File: src/core/phydbg_pkg.sv
//
// Function
// - while auto crossover is on, the forced pair-select bit has no effect.
// - with crossover off, pair-select 1 gives MDI and 0 gives MDI-X.
// - auto crossover runs while crossover-disable is 0 (reset) and stops when it is 1.
// - coding-sublayer loopback bit lets the basic loopback bit act in 10/100 operation.
// - interrupt output is active high when the polarity bit is 1, active low when 0 (reset).
// - the jabber counter runs only while jabber-enable is 1, which is its reset value.
// - three read-only bits report resolved speed 1000, 100 and 10, all reset to 0.
// - a read-only bit reports duplex, 1 full and 0 half.
// - a read-only bit reports gigabit role, 1 master and 0 slave.
// - software reset bit 1 resets the logic but keeps register contents; 0 releases it.
package phydbg_pkg;
   // -------------------------------------------------------------------------
   // register map
   // -------------------------------------------------------------------------
   localparam logic [4:0]  ADDR_DEBUG      = 5'h1c;
   localparam logic [4:0]  ADDR_XCVR       = 5'h1f;
   localparam logic [4:0]  ADDR_BASIC_CTRL = 5'h00;
   // debug register fields
   localparam int          DBG_PAIR_SEL    = 7;
   localparam int          DBG_XOVER_OFF   = 6;
   localparam int          DBG_LOOPBACK    = 0;
   localparam logic [15:0] DBG_RESET       = 16'h0000;
   localparam logic [15:0] DBG_RW_MASK     = 16'hffff;
   // transceiver control/status fields
   localparam int          XC_INT_POL      = 14;
   localparam int          XC_JAB_EN       = 9;
   localparam int          XC_SPD_1000     = 6;
   localparam int          XC_SPD_100      = 5;
   localparam int          XC_SPD_10       = 4;
   localparam int          XC_DUPLEX       = 3;
   localparam int          XC_MASTER       = 2;
   localparam int          XC_SW_RESET     = 1;
   localparam int          XC_LINK_FAIL    = 0;
   localparam logic [15:0] XC_RESET        = 16'h0200;
   localparam logic [15:0] XC_RW_MASK      = 16'hf382;
   // basic control loopback bit
   localparam int          BC_LOOPBACK     = 14;
   localparam logic [15:0] BC_RESET        = 16'h0000;
   // speed encoding from the resolver
   localparam logic [1:0]  SPEED_NONE      = 2'h0;
   localparam logic [1:0]  SPEED_10        = 2'h1;
   localparam logic [1:0]  SPEED_100       = 2'h2;
   localparam logic [1:0]  SPEED_1000      = 2'h3;
   localparam int          JAB_WIDTH       = 16;
endpackage

File: src/core/phydbg_jabber.sv
`timescale 1ns/1ps
module phydbg_jabber #(
   parameter int WIDTH = phydbg_pkg::JAB_WIDTH
) (
   input  wire logic             clk_i,
   input  wire logic             rst_i,
   input  wire logic             ce_i,
   input  wire logic             enable_i,
   input  wire logic             tx_active_i,
   output logic [WIDTH-1:0]      count_o
);
   import phydbg_pkg::*;
   logic [WIDTH-1:0] count;
   logic [WIDTH-1:0] next_count;
   // -------------------------------------------------------------------------
   // counter
   // -------------------------------------------------------------------------
   always_comb begin
      next_count = count;
      if (!enable_i || !tx_active_i) begin
         next_count = '0;
      end else if (count != '1) begin
         next_count = count + WIDTH'(1);
      end
   end
   always_ff @(posedge clk_i) begin
      if (rst_i) begin
         count <= '0;
      end else if (ce_i) begin
         count <= next_count;
      end
   end
   assign count_o = count;
endmodule

File: src/core/phydbg_regs.sv
// The address-and-strobe port is this design's own decision.
`timescale 1ns/1ps
module phydbg_regs #(
   parameter int JAB_WIDTH = phydbg_pkg::JAB_WIDTH
) (
   input  wire logic                 clk_i,
   input  wire logic                 reset_n_i,
   input  wire logic                 ce_i,
   input  wire logic [4:0]           addr_i,
   input  wire logic [15:0]          wdata_i,
   input  wire logic                 wr_i,
   input  wire logic                 rd_i,
   output logic      [15:0]          rdata_o,
   input  wire logic [1:0]           speed_i,
   input  wire logic                 duplex_i,
   input  wire logic                 master_i,
   input  wire logic                 link_fail_i,
   input  wire logic                 auto_swap_i,
   input  wire logic                 int_event_i,
   input  wire logic                 tx_active_i,
   output logic                      mdix_o,
   output logic                      loopback_10_100_o,
   output logic                      int_pin_o,
   output logic                      logic_reset_o,
   output logic [JAB_WIDTH-1:0]      jabber_count_o
);
   import phydbg_pkg::*;

   // -------------------------------------------------------------------------
   // synchronisers for pin-level status
   // -------------------------------------------------------------------------
   logic [6:0] sync_a;
   logic [6:0] sync_b;
   logic [6:0] next_sync_a;
   always_comb begin
      next_sync_a = {speed_i, duplex_i, master_i, link_fail_i, auto_swap_i, int_event_i};
   end
   always_ff @(posedge clk_i) begin
      if (!reset_n_i) begin
         sync_a <= 7'h00;
         sync_b <= 7'h00;
      end else if (ce_i) begin
         sync_a <= next_sync_a;
         sync_b <= sync_a;
      end
   end
   logic [1:0] speed_s;
   logic       duplex_s;
   logic       master_s;
   logic       fail_s;
   logic       swap_s;
   logic       int_s;
   assign {speed_s, duplex_s, master_s, fail_s, swap_s, int_s} = sync_b;

   // -------------------------------------------------------------------------
   // register storage
   // -------------------------------------------------------------------------
   logic [15:0] dbg;
   logic [15:0] xc;
   logic [15:0] bc;
   logic [15:0] rdata;
   logic [2:0]  spd;
   logic [2:0]  stat;
   logic        mdix_q;
   logic        loop_q;
   logic        int_q;
   logic        swr_q;
   logic [15:0] next_dbg;
   logic [15:0] next_xc;
   logic [15:0] next_bc;
   logic [15:0] next_rdata;
   logic [2:0]  next_spd;
   logic [2:0]  next_stat;
   logic        next_loop;
   logic        next_int;
   logic        next_swr;
   logic        core_rst;

   function automatic logic [2:0] spd_decode(input logic [1:0] s);
      case (s)
         SPEED_1000: spd_decode = 3'h4;
         SPEED_100:  spd_decode = 3'h2;
         SPEED_10:   spd_decode = 3'h1;
         default:    spd_decode = 3'h0;
      endcase
   endfunction

   always_comb begin
      next_dbg = dbg;
      next_xc  = xc;
      next_bc  = bc;
      if (wr_i && addr_i == ADDR_DEBUG) begin
         next_dbg = wdata_i & DBG_RW_MASK;
      end
      if (wr_i && addr_i == ADDR_XCVR) begin
         next_xc = wdata_i & XC_RW_MASK;
      end
      if (wr_i && addr_i == ADDR_BASIC_CTRL) begin
         next_bc = wdata_i;
      end
      next_spd  = (fail_s || core_rst) ? 3'h0 : spd_decode(speed_s);
      next_stat = core_rst ? 3'h0 : {duplex_s, master_s, fail_s};
   end

   always_comb begin
      next_rdata = 16'h0000;
      if (rd_i) begin
         case (addr_i)
            ADDR_DEBUG:      next_rdata = dbg;
            ADDR_BASIC_CTRL: next_rdata = bc;
            ADDR_XCVR: begin
               next_rdata                 = xc;
               next_rdata[XC_SPD_1000]    = spd[2];
               next_rdata[XC_SPD_100]     = spd[1];
               next_rdata[XC_SPD_10]      = spd[0];
               next_rdata[XC_DUPLEX]      = stat[2];
               next_rdata[XC_MASTER]      = stat[1];
               next_rdata[XC_LINK_FAIL]   = stat[0];
            end
            default:         next_rdata = 16'h0000;
         endcase
      end
   end

   always_ff @(posedge clk_i) begin
      if (!reset_n_i) begin
         dbg   <= DBG_RESET;
         xc    <= XC_RESET;
         bc    <= BC_RESET;
         rdata <= 16'h0000;
         spd   <= 3'h0;
         stat  <= 3'h0;
      end else if (ce_i) begin
         dbg   <= next_dbg;
         xc    <= next_xc;
         bc    <= next_bc;
         rdata <= next_rdata;
         spd   <= next_spd;
         stat  <= next_stat;
      end
   end

   // -------------------------------------------------------------------------
   // control outputs
   // -------------------------------------------------------------------------
   assign core_rst = xc[XC_SW_RESET];

   always_comb begin
      next_loop = dbg[DBG_LOOPBACK] && bc[BC_LOOPBACK] && !core_rst;
      next_int  = (int_s && !core_rst) ~^ xc[XC_INT_POL];
      next_swr  = core_rst;
   end

   always_ff @(posedge clk_i) begin
      if (!reset_n_i) begin
         loop_q <= 1'b0;
         int_q  <= 1'b1;
         swr_q  <= 1'b0;
      end else if (ce_i) begin
         loop_q <= next_loop;
         int_q  <= next_int;
         swr_q  <= next_swr;
      end
   end

   logic sub_rst;
   assign sub_rst = !reset_n_i || core_rst;

   phydbg_xover u_xover (
      .clk_i       (clk_i),
      .rst_i       (sub_rst),
      .ce_i        (ce_i),
      .xover_off_i (dbg[DBG_XOVER_OFF]),
      .pair_sel_i  (dbg[DBG_PAIR_SEL]),
      .auto_swap_i (swap_s),
      .mdix_o      (mdix_q)
   );

   phydbg_jabber #(.WIDTH(JAB_WIDTH)) u_jabber (
      .clk_i       (clk_i),
      .rst_i       (sub_rst),
      .ce_i        (ce_i),
      .enable_i    (xc[XC_JAB_EN]),
      .tx_active_i (tx_active_i),
      .count_o     (jabber_count_o)
   );

   assign rdata_o           = rdata;
   assign mdix_o            = mdix_q;
   assign loopback_10_100_o = loop_q;
   assign int_pin_o         = int_q;
   assign logic_reset_o     = swr_q;

   // -------------------------------------------------------------------------
   // assertions
   // -------------------------------------------------------------------------
   property p_forced_pair;
      @(posedge clk_i) disable iff (!reset_n_i)
      ce_i && !core_rst && dbg[DBG_XOVER_OFF] |=> mdix_o == !$past(dbg[DBG_PAIR_SEL]);
   endproperty
   a_forced_pair: assert property (p_forced_pair) else $error("forced pair wrong");

   property p_auto_pair;
      @(posedge clk_i) disable iff (!reset_n_i)
      ce_i && !core_rst && !dbg[DBG_XOVER_OFF] |=> mdix_o == $past(swap_s);
   endproperty
   a_auto_pair: assert property (p_auto_pair) else $error("auto pair wrong");

   property p_xover_reset;
      @(posedge clk_i) $rose(reset_n_i) |-> !dbg[DBG_XOVER_OFF];
   endproperty
   a_xover_reset: assert property (p_xover_reset) else $error("crossover off at reset");

   property p_loop;
      @(posedge clk_i) disable iff (!reset_n_i)
      ce_i && !core_rst |=> loopback_10_100_o ==
         ($past(dbg[DBG_LOOPBACK]) && $past(bc[BC_LOOPBACK]));
   endproperty
   a_loop: assert property (p_loop) else $error("loopback wrong");

   property p_int_pol;
      @(posedge clk_i) disable iff (!reset_n_i)
      ce_i && !core_rst |=> int_pin_o == ($past(int_s) ~^ $past(xc[XC_INT_POL]));
   endproperty
   a_int_pol: assert property (p_int_pol) else $error("interrupt level wrong");

   property p_jab_off;
      @(posedge clk_i) disable iff (!reset_n_i)
      ce_i && !xc[XC_JAB_EN] |=> jabber_count_o == '0;
   endproperty
   a_jab_off: assert property (p_jab_off) else $error("jabber counts while off");

   property p_spd_onehot;
      @(posedge clk_i) disable iff (!reset_n_i)
      $onehot0(spd);
   endproperty
   a_spd_onehot: assert property (p_spd_onehot) else $error("speed bits wrong");

   property p_spd_none;
      @(posedge clk_i) disable iff (!reset_n_i)
      ce_i && speed_s == SPEED_NONE |=> spd == 3'h0;
   endproperty
   a_spd_none: assert property (p_spd_none) else $error("speed bits set while unresolved");

   property p_swr_keep;
      @(posedge clk_i) disable iff (!reset_n_i)
      core_rst && !(wr_i && addr_i == ADDR_DEBUG) |=> $stable(dbg);
   endproperty
   a_swr_keep: assert property (p_swr_keep) else $error("soft reset lost registers");
endmodule

File: src/core/phydbg_xover.sv
`timescale 1ns/1ps
module phydbg_xover (
   input  wire logic clk_i,
   input  wire logic rst_i,
   input  wire logic ce_i,
   input  wire logic xover_off_i,
   input  wire logic pair_sel_i,
   input  wire logic auto_swap_i,
   output logic      mdix_o
);
   import phydbg_pkg::*;
   logic mdix;
   logic next_mdix;
   // -------------------------------------------------------------------------
   // pair assignment
   // -------------------------------------------------------------------------
   always_comb begin
      if (xover_off_i) begin
         next_mdix = !pair_sel_i;
      end else begin
         next_mdix = auto_swap_i;
      end
   end
   always_ff @(posedge clk_i) begin
      if (rst_i) begin
         mdix <= 1'b0;
      end else if (ce_i) begin
         mdix <= next_mdix;
      end
   end
   assign mdix_o = mdix;
endmodule

File: config.mk
export PLATFORM = sky130hd
export DESIGN_NAME = phydbg_regs
export DESIGN_NICKNAME = d
export VERILOG_FILES = /design/src/core/phydbg_pkg.sv /design/src/core/phydbg_jabber.sv /design/src/core/phydbg_regs.sv /design/src/core/phydbg_xover.sv
export SDC_FILE = /design/constraint.sdc
export NUM_CORES = 1
export LEC_CHECK = 0
export BUFFER_PORTS_ARGS = -buffer_cell sky130_fd_sc_hd__buf_2
export CAP_MARGIN = 40
export CORE_UTILIZATION = 58
export CTS_BUF_LIST = sky130_fd_sc_hd__clkbuf_4
export DETAILED_ROUTE_END_ITERATION = 7
export PLACE_DENSITY = 0.9
export SYNTH_ARGS = -nofsm -noshare
export SYNTH_HDL_FRONTEND = slang
export SYNTH_SLANG_ARGS = --single-unit
File: constraint.sdc
create_clock -name clk_i -period 2.65 [get_ports clk_i]
set_input_delay 0.1325 -clock clk_i [delete_from_list [all_inputs] [get_ports clk_i]]
set_output_delay 0.1325 -clock clk_i [all_outputs]
set_load 0.02 [all_outputs]
==> flow_summary_export.csv, run 1 <==
group,metric,value,unit
timing,max_freq,0.470,GHz
clocking,insertion_delay,440,ps
global_route,overflow,0,
pwr,total_power,2.35,mW
worst_setup_path,reg2reg_slack,520,ps
detailed_routing,drt_pass1_iterations,5,
pwr,irDropWorstVdd,0.309,mV
clocking,cts_buffers,9,
worst_setup_path,crit_path_start_kind,"flip-flop",
die,rows,30,
flow_run,drv_cap,0,
worst_setup_path,crit_end,"u_jabber.count_o[4]",
yosys,synth_flop_cell,"dfxtp_1",
detailed_routing,drc,0,
detailed_routing,wl,10.3,mm
timing,hold_viol,0,
worst_setup_path,crit_fanout,9,
die,pin_count,70,
yosys,synth_common_cells,"96 x dfxtp_1, 86 x nand2_1, 38 x a21boi_0",
yosys,syn_nets,493,
layout,syn_to_final_growth,18.8,%
global_route,antenna_found_initial,0,
yosys,synth.avg_cell_area,9.04,sq um
layout,num-nets-final,579,
place,dpl_worst_slack,539,ps
yosys,syn_inst,458,
yosys,syn_area,4140,sq um
place,io_buffers,69,
yosys,synth_top_cell_by_area,"dfxtp_1",
clocking,cts_tree,"yes",
timing,setup_tns,0,ps
timing,setup_violations,0,
clocking,root_buffer,"clkbuf_4",
timing,slew_violations,0,
timing,fin_crit_sh,80.3,%
detailed_routing,wl_met3,665,microns
layout,nFillCells,531,
timing,setup_slack,523,ps
global_route,grt_pass1_wl,16.8,mm
die,core_area,6830,sq um
detailed_routing,via_per_inst,5.90,
detailed_routing,drt.antenna.violating_nets,0,
yosys,yosysWarnings,0,
clocking,ctsResizeCount,0,
clocking,cts_sinks,96,
worst_hold_path,hold_class,"in -> reg",
worst_setup_path,path_class,"reg -> reg",
pwr,powerDensity,477,nW/um^2
detailed_routing,wl_met2,5.02,mm
global_route,grt_max_degree,81,
timing,fin_worst_skew,13.9,ps
pwr,power.static_leakage,1.84,nW
layout,multiInputGateArea,2070,sq um
timing,worstMarginPinSlew,749,ps
yosys,synth-seq-area-share,46.4,%
die,start_util,60.6,%
detailed_routing,vias,3806,
clocking,htree_num_levels,3,
yosys,synth_edf_count,0,
die,die-area,7480,sq um
worst_setup_path,startpoint,"u_jabber.count_o[8]",
detailed_routing,first_iter_violations,422,
clocking,clockBufferDepth,2,
yosys,ys_async_sr_fraction,0,%
global_route,grt_pass1_vias,3568,
yosys,synth.most_common_cell,"dfxtp_1",
die,dieWidth,86.5,microns
layout,drive_gt1_share,21.5,%
worst_setup_path,arrival,2520,ps
worst_setup_path,r2r-start,"u_jabber.count_o[8]",
worst_setup_path,r2r-end,"u_jabber.count_o[4]",
worst_setup_path,cp-end-kind,"flip-flop",
status,status,"finished clean",
timing,rsz0062_at_grt,"false",
global_route,track_usage,28.8,%
detailed_routing,met1Wirelength,4.30,mm
timing,fin_crit,2130,ps
yosys,synthTopCellsByArea,"dfxtp_1 46%, nand2_1 7.8%, a21boi_0 6.9%, mux2i_1 3.9%, nor2b_1 3.5%",
yosys,synth_cell_types,52,
detailed_routing,top_layer,"met4",
clocking,clkTransAtPathRegs,140,ps
detailed_routing,wl_per_cell,15.9,microns
layout,seqCellArea,1920,sq um
place,dpl.hpwl,6.63,mm
die,chipHeight,86.5,microns
yosys,synth-seq-cells,96,
worst_setup_path,critPathRequiredTime,3040,ps
place,gp_congestion,0.843,
worst_setup_path,r2r_cells,6,
timing,maxSlewHeadroom,49.9,%
layout,n_antenna_cell,0,
yosys,synth_top_area_share,46.4,%
-- how the worst min path moves through the flow --
stage | start | endpoint | slack (ps) | cells after the start
floorplan | wdata_i[9] | xc[9] | 260 | 2
global placement | wdata_i[9] | xc[9] | 380 | 3
detailed placement | wdata_i[9] | xc[9] | 390 | 3
CTS | reset_n_i | u_jabber.count_o[12] | 100 | 4
global route | reset_n_i | u_jabber.count_o[12] | 130 | 4
finish | reset_n_i | u_jabber.count_o[12] | 120 | 4
-- power by group --
group,switching [mW],internal (mW)
registers,0.0102,1.46
logic,0.101,0.0865
clock network,0.468,0.220
total,0.579,1.77
-- sequential cells by signal, summed over array words and instances (netlist names) --
signal             count
bc                    16
dbg                   16
int_pin_o              1
logic_reset_o          1
loopback_10_100_o      1
rdata_o               16
spd                    3
stat                   3
sync_a                 7
sync_b                 7
u_jabber.count_o      16
u_xover.mdix_o         1
xc                     8
-- critical path, stage by stage, from the launching register on --
cell and delay, ps:
dfxtp_1 480, nand3_2 170, or4_4 580, o31ai_4 370, buf_4 250, o21ai_0 100
a21oi_1 130
-- per-layer routing --
layer,vias to the layer above,GRT usage (%)
li1,1807,-
met1,1800,36.6
met2,169,46.2
met3,30,6.00
met4,0,15.3
met5,-,0
-- timing repair --
| item | CTS | global route |
|---|---|---|
| hold buffers | 23 | 0 |
| endpoints found under the hold margin | 47 | 0 |
| buffers inserted | 0 | 0 |
-- cell families after synthesis --
logic type | after synthesis | share of synthesized area (%)
adders and majority gates | 1 | 0.302
DFF | 96 | 46.4
AOI/OAI and AO/OA | 114 | 21.6
muxes | 18 | 4.41
and+or+nand+nor | 193 | 23.4
xor gates and xnor gates | 1 | 0.212
buffers and inverters | 35 | 3.63
-- placed cells by master, fill, tap and decap left out, types with 14 or more instances in the layout --
master,netlist,final
a21boi_0,38,38
a222oi_1,14,14
and2_1,18,18
buf_2,5,69
buf_4,1,14
dfxtp_1,96,96
dlygate4sd3_1,0,23
mux2i_1,16,16
nand2_1,86,86
nor2_1,21,21
nor2b_1,23,23
o2bb2ai_1,16,16
-- per-stage QoR --
stage,instances,hold WS [ps],area [sq um],utilization [%]
floorplan,458,256,4140,-
global placement,605,380,4570,66.8
detailed placement,606,386,4570,67.0
CTS,645,104,4920,72.0
global route,645,128,4920,72.0
finish,645,122,4920,72.0
-- area by class of cell --
| type | instances | share of cell area [%] |
|---|---|---|
| Inverter | 4 | 0.305 |
| Clock inverter | 4 | 0.433 |
| Sequential cell | 96 | 39.1 |
| Multi-Input combinational cell | 327 | 42.0 |
| Tap cell | 96 | 2.44 |
| Clock buffer | 12 | 1.83 |
| Timing Repair Buffer | 106 | 13.8 |
No activity file was read; power rests on OpenSTA's default activity.
==> inputs of run 2 (changes only) <==
Settings changed: CORE_UTILIZATION 58 to 52, PLACE_DENSITY 0.9 to 0.86.
Clock period 2.65 ns to 1.8 ns, I/O delays scaled along.
==> run 2 against run 1 <==
  * The flow now finishes with violations (negative setup slack)
  * Cell count rose by 5.1%
  * Critical path depth unchanged
  * Register-to-register slack lost 570 ps
  * Sequential cell count stayed put
  * Hold slack worse by 110 ps
  * Via count up 2.6%
  * Critical endpoint is now u_jabber.count_o[9]
  * Largest cell class unchanged
  * Largest power group unchanged
  * Highest routed layer unchanged
==> flow_summary_export.csv, run 2 (synthesis results as in run 1) <==
group,metric,value,unit
status,status,"finished with violations",
status,violations,"negative setup slack",
layout,syn_to_final_growth,27.7,%
clocking,clkTransAtPathRegs,150,ps
timing,worstMarginPinSlew,628,ps
timing,setup_tns,-173,ps
global_route,overflow,0,
die,rows,32,
detailed_routing,drt_pass1_iterations,5,
worst_setup_path,critPathRequiredTime,2140,ps
timing,max_freq,0.542,GHz
place,io_buffers,69,
die,chipHeight,91.2,microns
place,dp_cells,632,
clocking,clockBufferDepth,2,
layout,n_antenna_cell,0,
detailed_routing,wl,10.7,mm
detailed_routing,via_per_inst,5.76,
timing,setup_violations,12,
die,core_area,7730,sq um
timing,setup_slack,-44.9,ps
detailed_routing,vias,3906,
clocking,cts_tree,"yes",
clocking,cts_buffers,9,
worst_hold_path,hold_class,"in -> reg",
clocking,root_buffer,"clkbuf_4",
detailed_routing,wl_per_cell,15.8,microns
worst_setup_path,crit_path_start_kind,"flip-flop",
worst_setup_path,worstPathCellList,"nand3_1 -> or4_4 -> o31ai_4 -> buf_4 -> o311ai_4 -> o41ai_2",
layout,design_area,5290,sq um
pwr,powerDensity,650,nW/um^2
flow_run,drv_cap,0,
worst_setup_path,crit_fanout,6,
layout,drive_gt1_share,30.4,%
layout,final_cell_mix,"86 x nand2_1, 80 x dfxtp_1, 69 x buf_2",
worst_setup_path,crit_slowest_cell,"or4_4",
global_route,track_usage,25.6,%
timing,fin_worst_skew,24.2,ps
timing,rsz0062_at_grt,"true",
timing,fin_crit_sh,102,%
global_route,grt_pass1_wl,17.0,mm
worst_setup_path,arrival,2190,ps
detailed_routing,drt.antenna.violating_nets,0,
global_route,antenna_found_initial,0,
global_route,grt_pass1_vias,3640,
die,start_util,53.6,%
layout,num-nets-final,608,
detailed_routing,drc,0,
timing,maxSlewHeadroom,58.0,%
timing,slew_violations,0,
layout,layout_commonest_cell,"nand2_1",
place,placed_area,4780,sq um
worst_setup_path,crit_family,"simple AND/OR/NAND/NOR gates",
pwr,power.static_leakage,1.99,nW
die,pin_count,70,
worst_setup_path,cpPeakStageDelay,540,ps
clocking,htree_num_levels,3,
clocking,cts_sinks,96,
timing,fin_crit,1840,ps
die,dieWidth,91.2,microns
detailed_routing,first_iter_violations,300,
place,gp_congestion,0.874,
worst_setup_path,crit_buf_inv,1,
die,die-area,8320,sq um
place,dpl.hpwl,6.97,mm
worst_setup_path,path_class,"reg -> reg",
worst_setup_path,cp-end-kind,"flip-flop",
timing,hold_viol,0,
pwr,irDropWorstVdd,0.562,mV
layout,layoutNonFillerInstCount,678,
global_route,grt_max_degree,80,
clocking,insertion_delay,450,ps
-- run 2: timing repair --
item,CTS,global route
buffers inserted,2,7
hold buffers,23,0
setup endpoints to repair,6,13
pin swaps,2,16
gates resized for setup,8,22
endpoints found under the hold margin,47,0
-- run 2: worst paths after layout --
kind / end / slack (ps) / from / cells past startpoint
setup / recovery: u_jabber.count_o[9] / -40 / u_jabber.count_o[13] / 6
hold / removal: u_jabber.count_o[2] / 20 / ce_i / 3
setup reg to reg: u_jabber.count_o[9] / -40 / u_jabber.count_o[13] / 6
hold reg to reg: bc[0] / 470 / bc[0] / 2
-- run 2: area by class of cell --
type                            instances  area, sq um
Multi-Input combinational cell        327         2170
Sequential cell                        96         1950
Fill cell                             583         2440
Clock inverter                          4         23.8
Tap cell                              102          128
Timing Repair Buffer                  135          931
Clock buffer                           10         75.1
Inverter                                4         15.0
-- run 2: metrics by stage --
stage / power [mW] / hold WS (ps) / setup WS (ps) / util [%]
detailed placement: 2.45 / 357 / -28.5 / 61.9
global placement: 2.44 / 343 / 47.4 / 61.9
floorplan: 2.35 / 214 / -11.8 / -
global route: 3.57 / 4.15 / -91.2 / 68.4
finish: 3.43 / 17.1 / -44.9 / 68.4
CTS: 3.43 / 4.31 / -5.83 / 66.7
-- run 2: report_power, final --
part	internal, mW	switching, mW
Sequential	2.15	0.0161
Clock	0.279	0.695
Combinational	0.141	0.158
Total	2.57	0.869
-- run 2: per-layer routing --
metal | GRT usage [%] | wire length [microns] | up-vias | share of wire (%)
li1 | - | - | 1864 | -
met1 | 32.5 | 4490 | 1844 | 42
met2 | 43.5 | 5310 | 174 | 49
met3 | 4.94 | 729 | 24 | 6.8
met4 | 8.99 | 201 | 0 | 1.9
met5 | 0 | 0 | - | 0
-- run 2: worst reg2reg max path, stage by stage (launching register included) --
cell and delay, ps:
dfxtp_2 370, nand3_1 140, or4_4 540, o31ai_4 340
buf_4 190, o311ai_4 80, o41ai_2 90
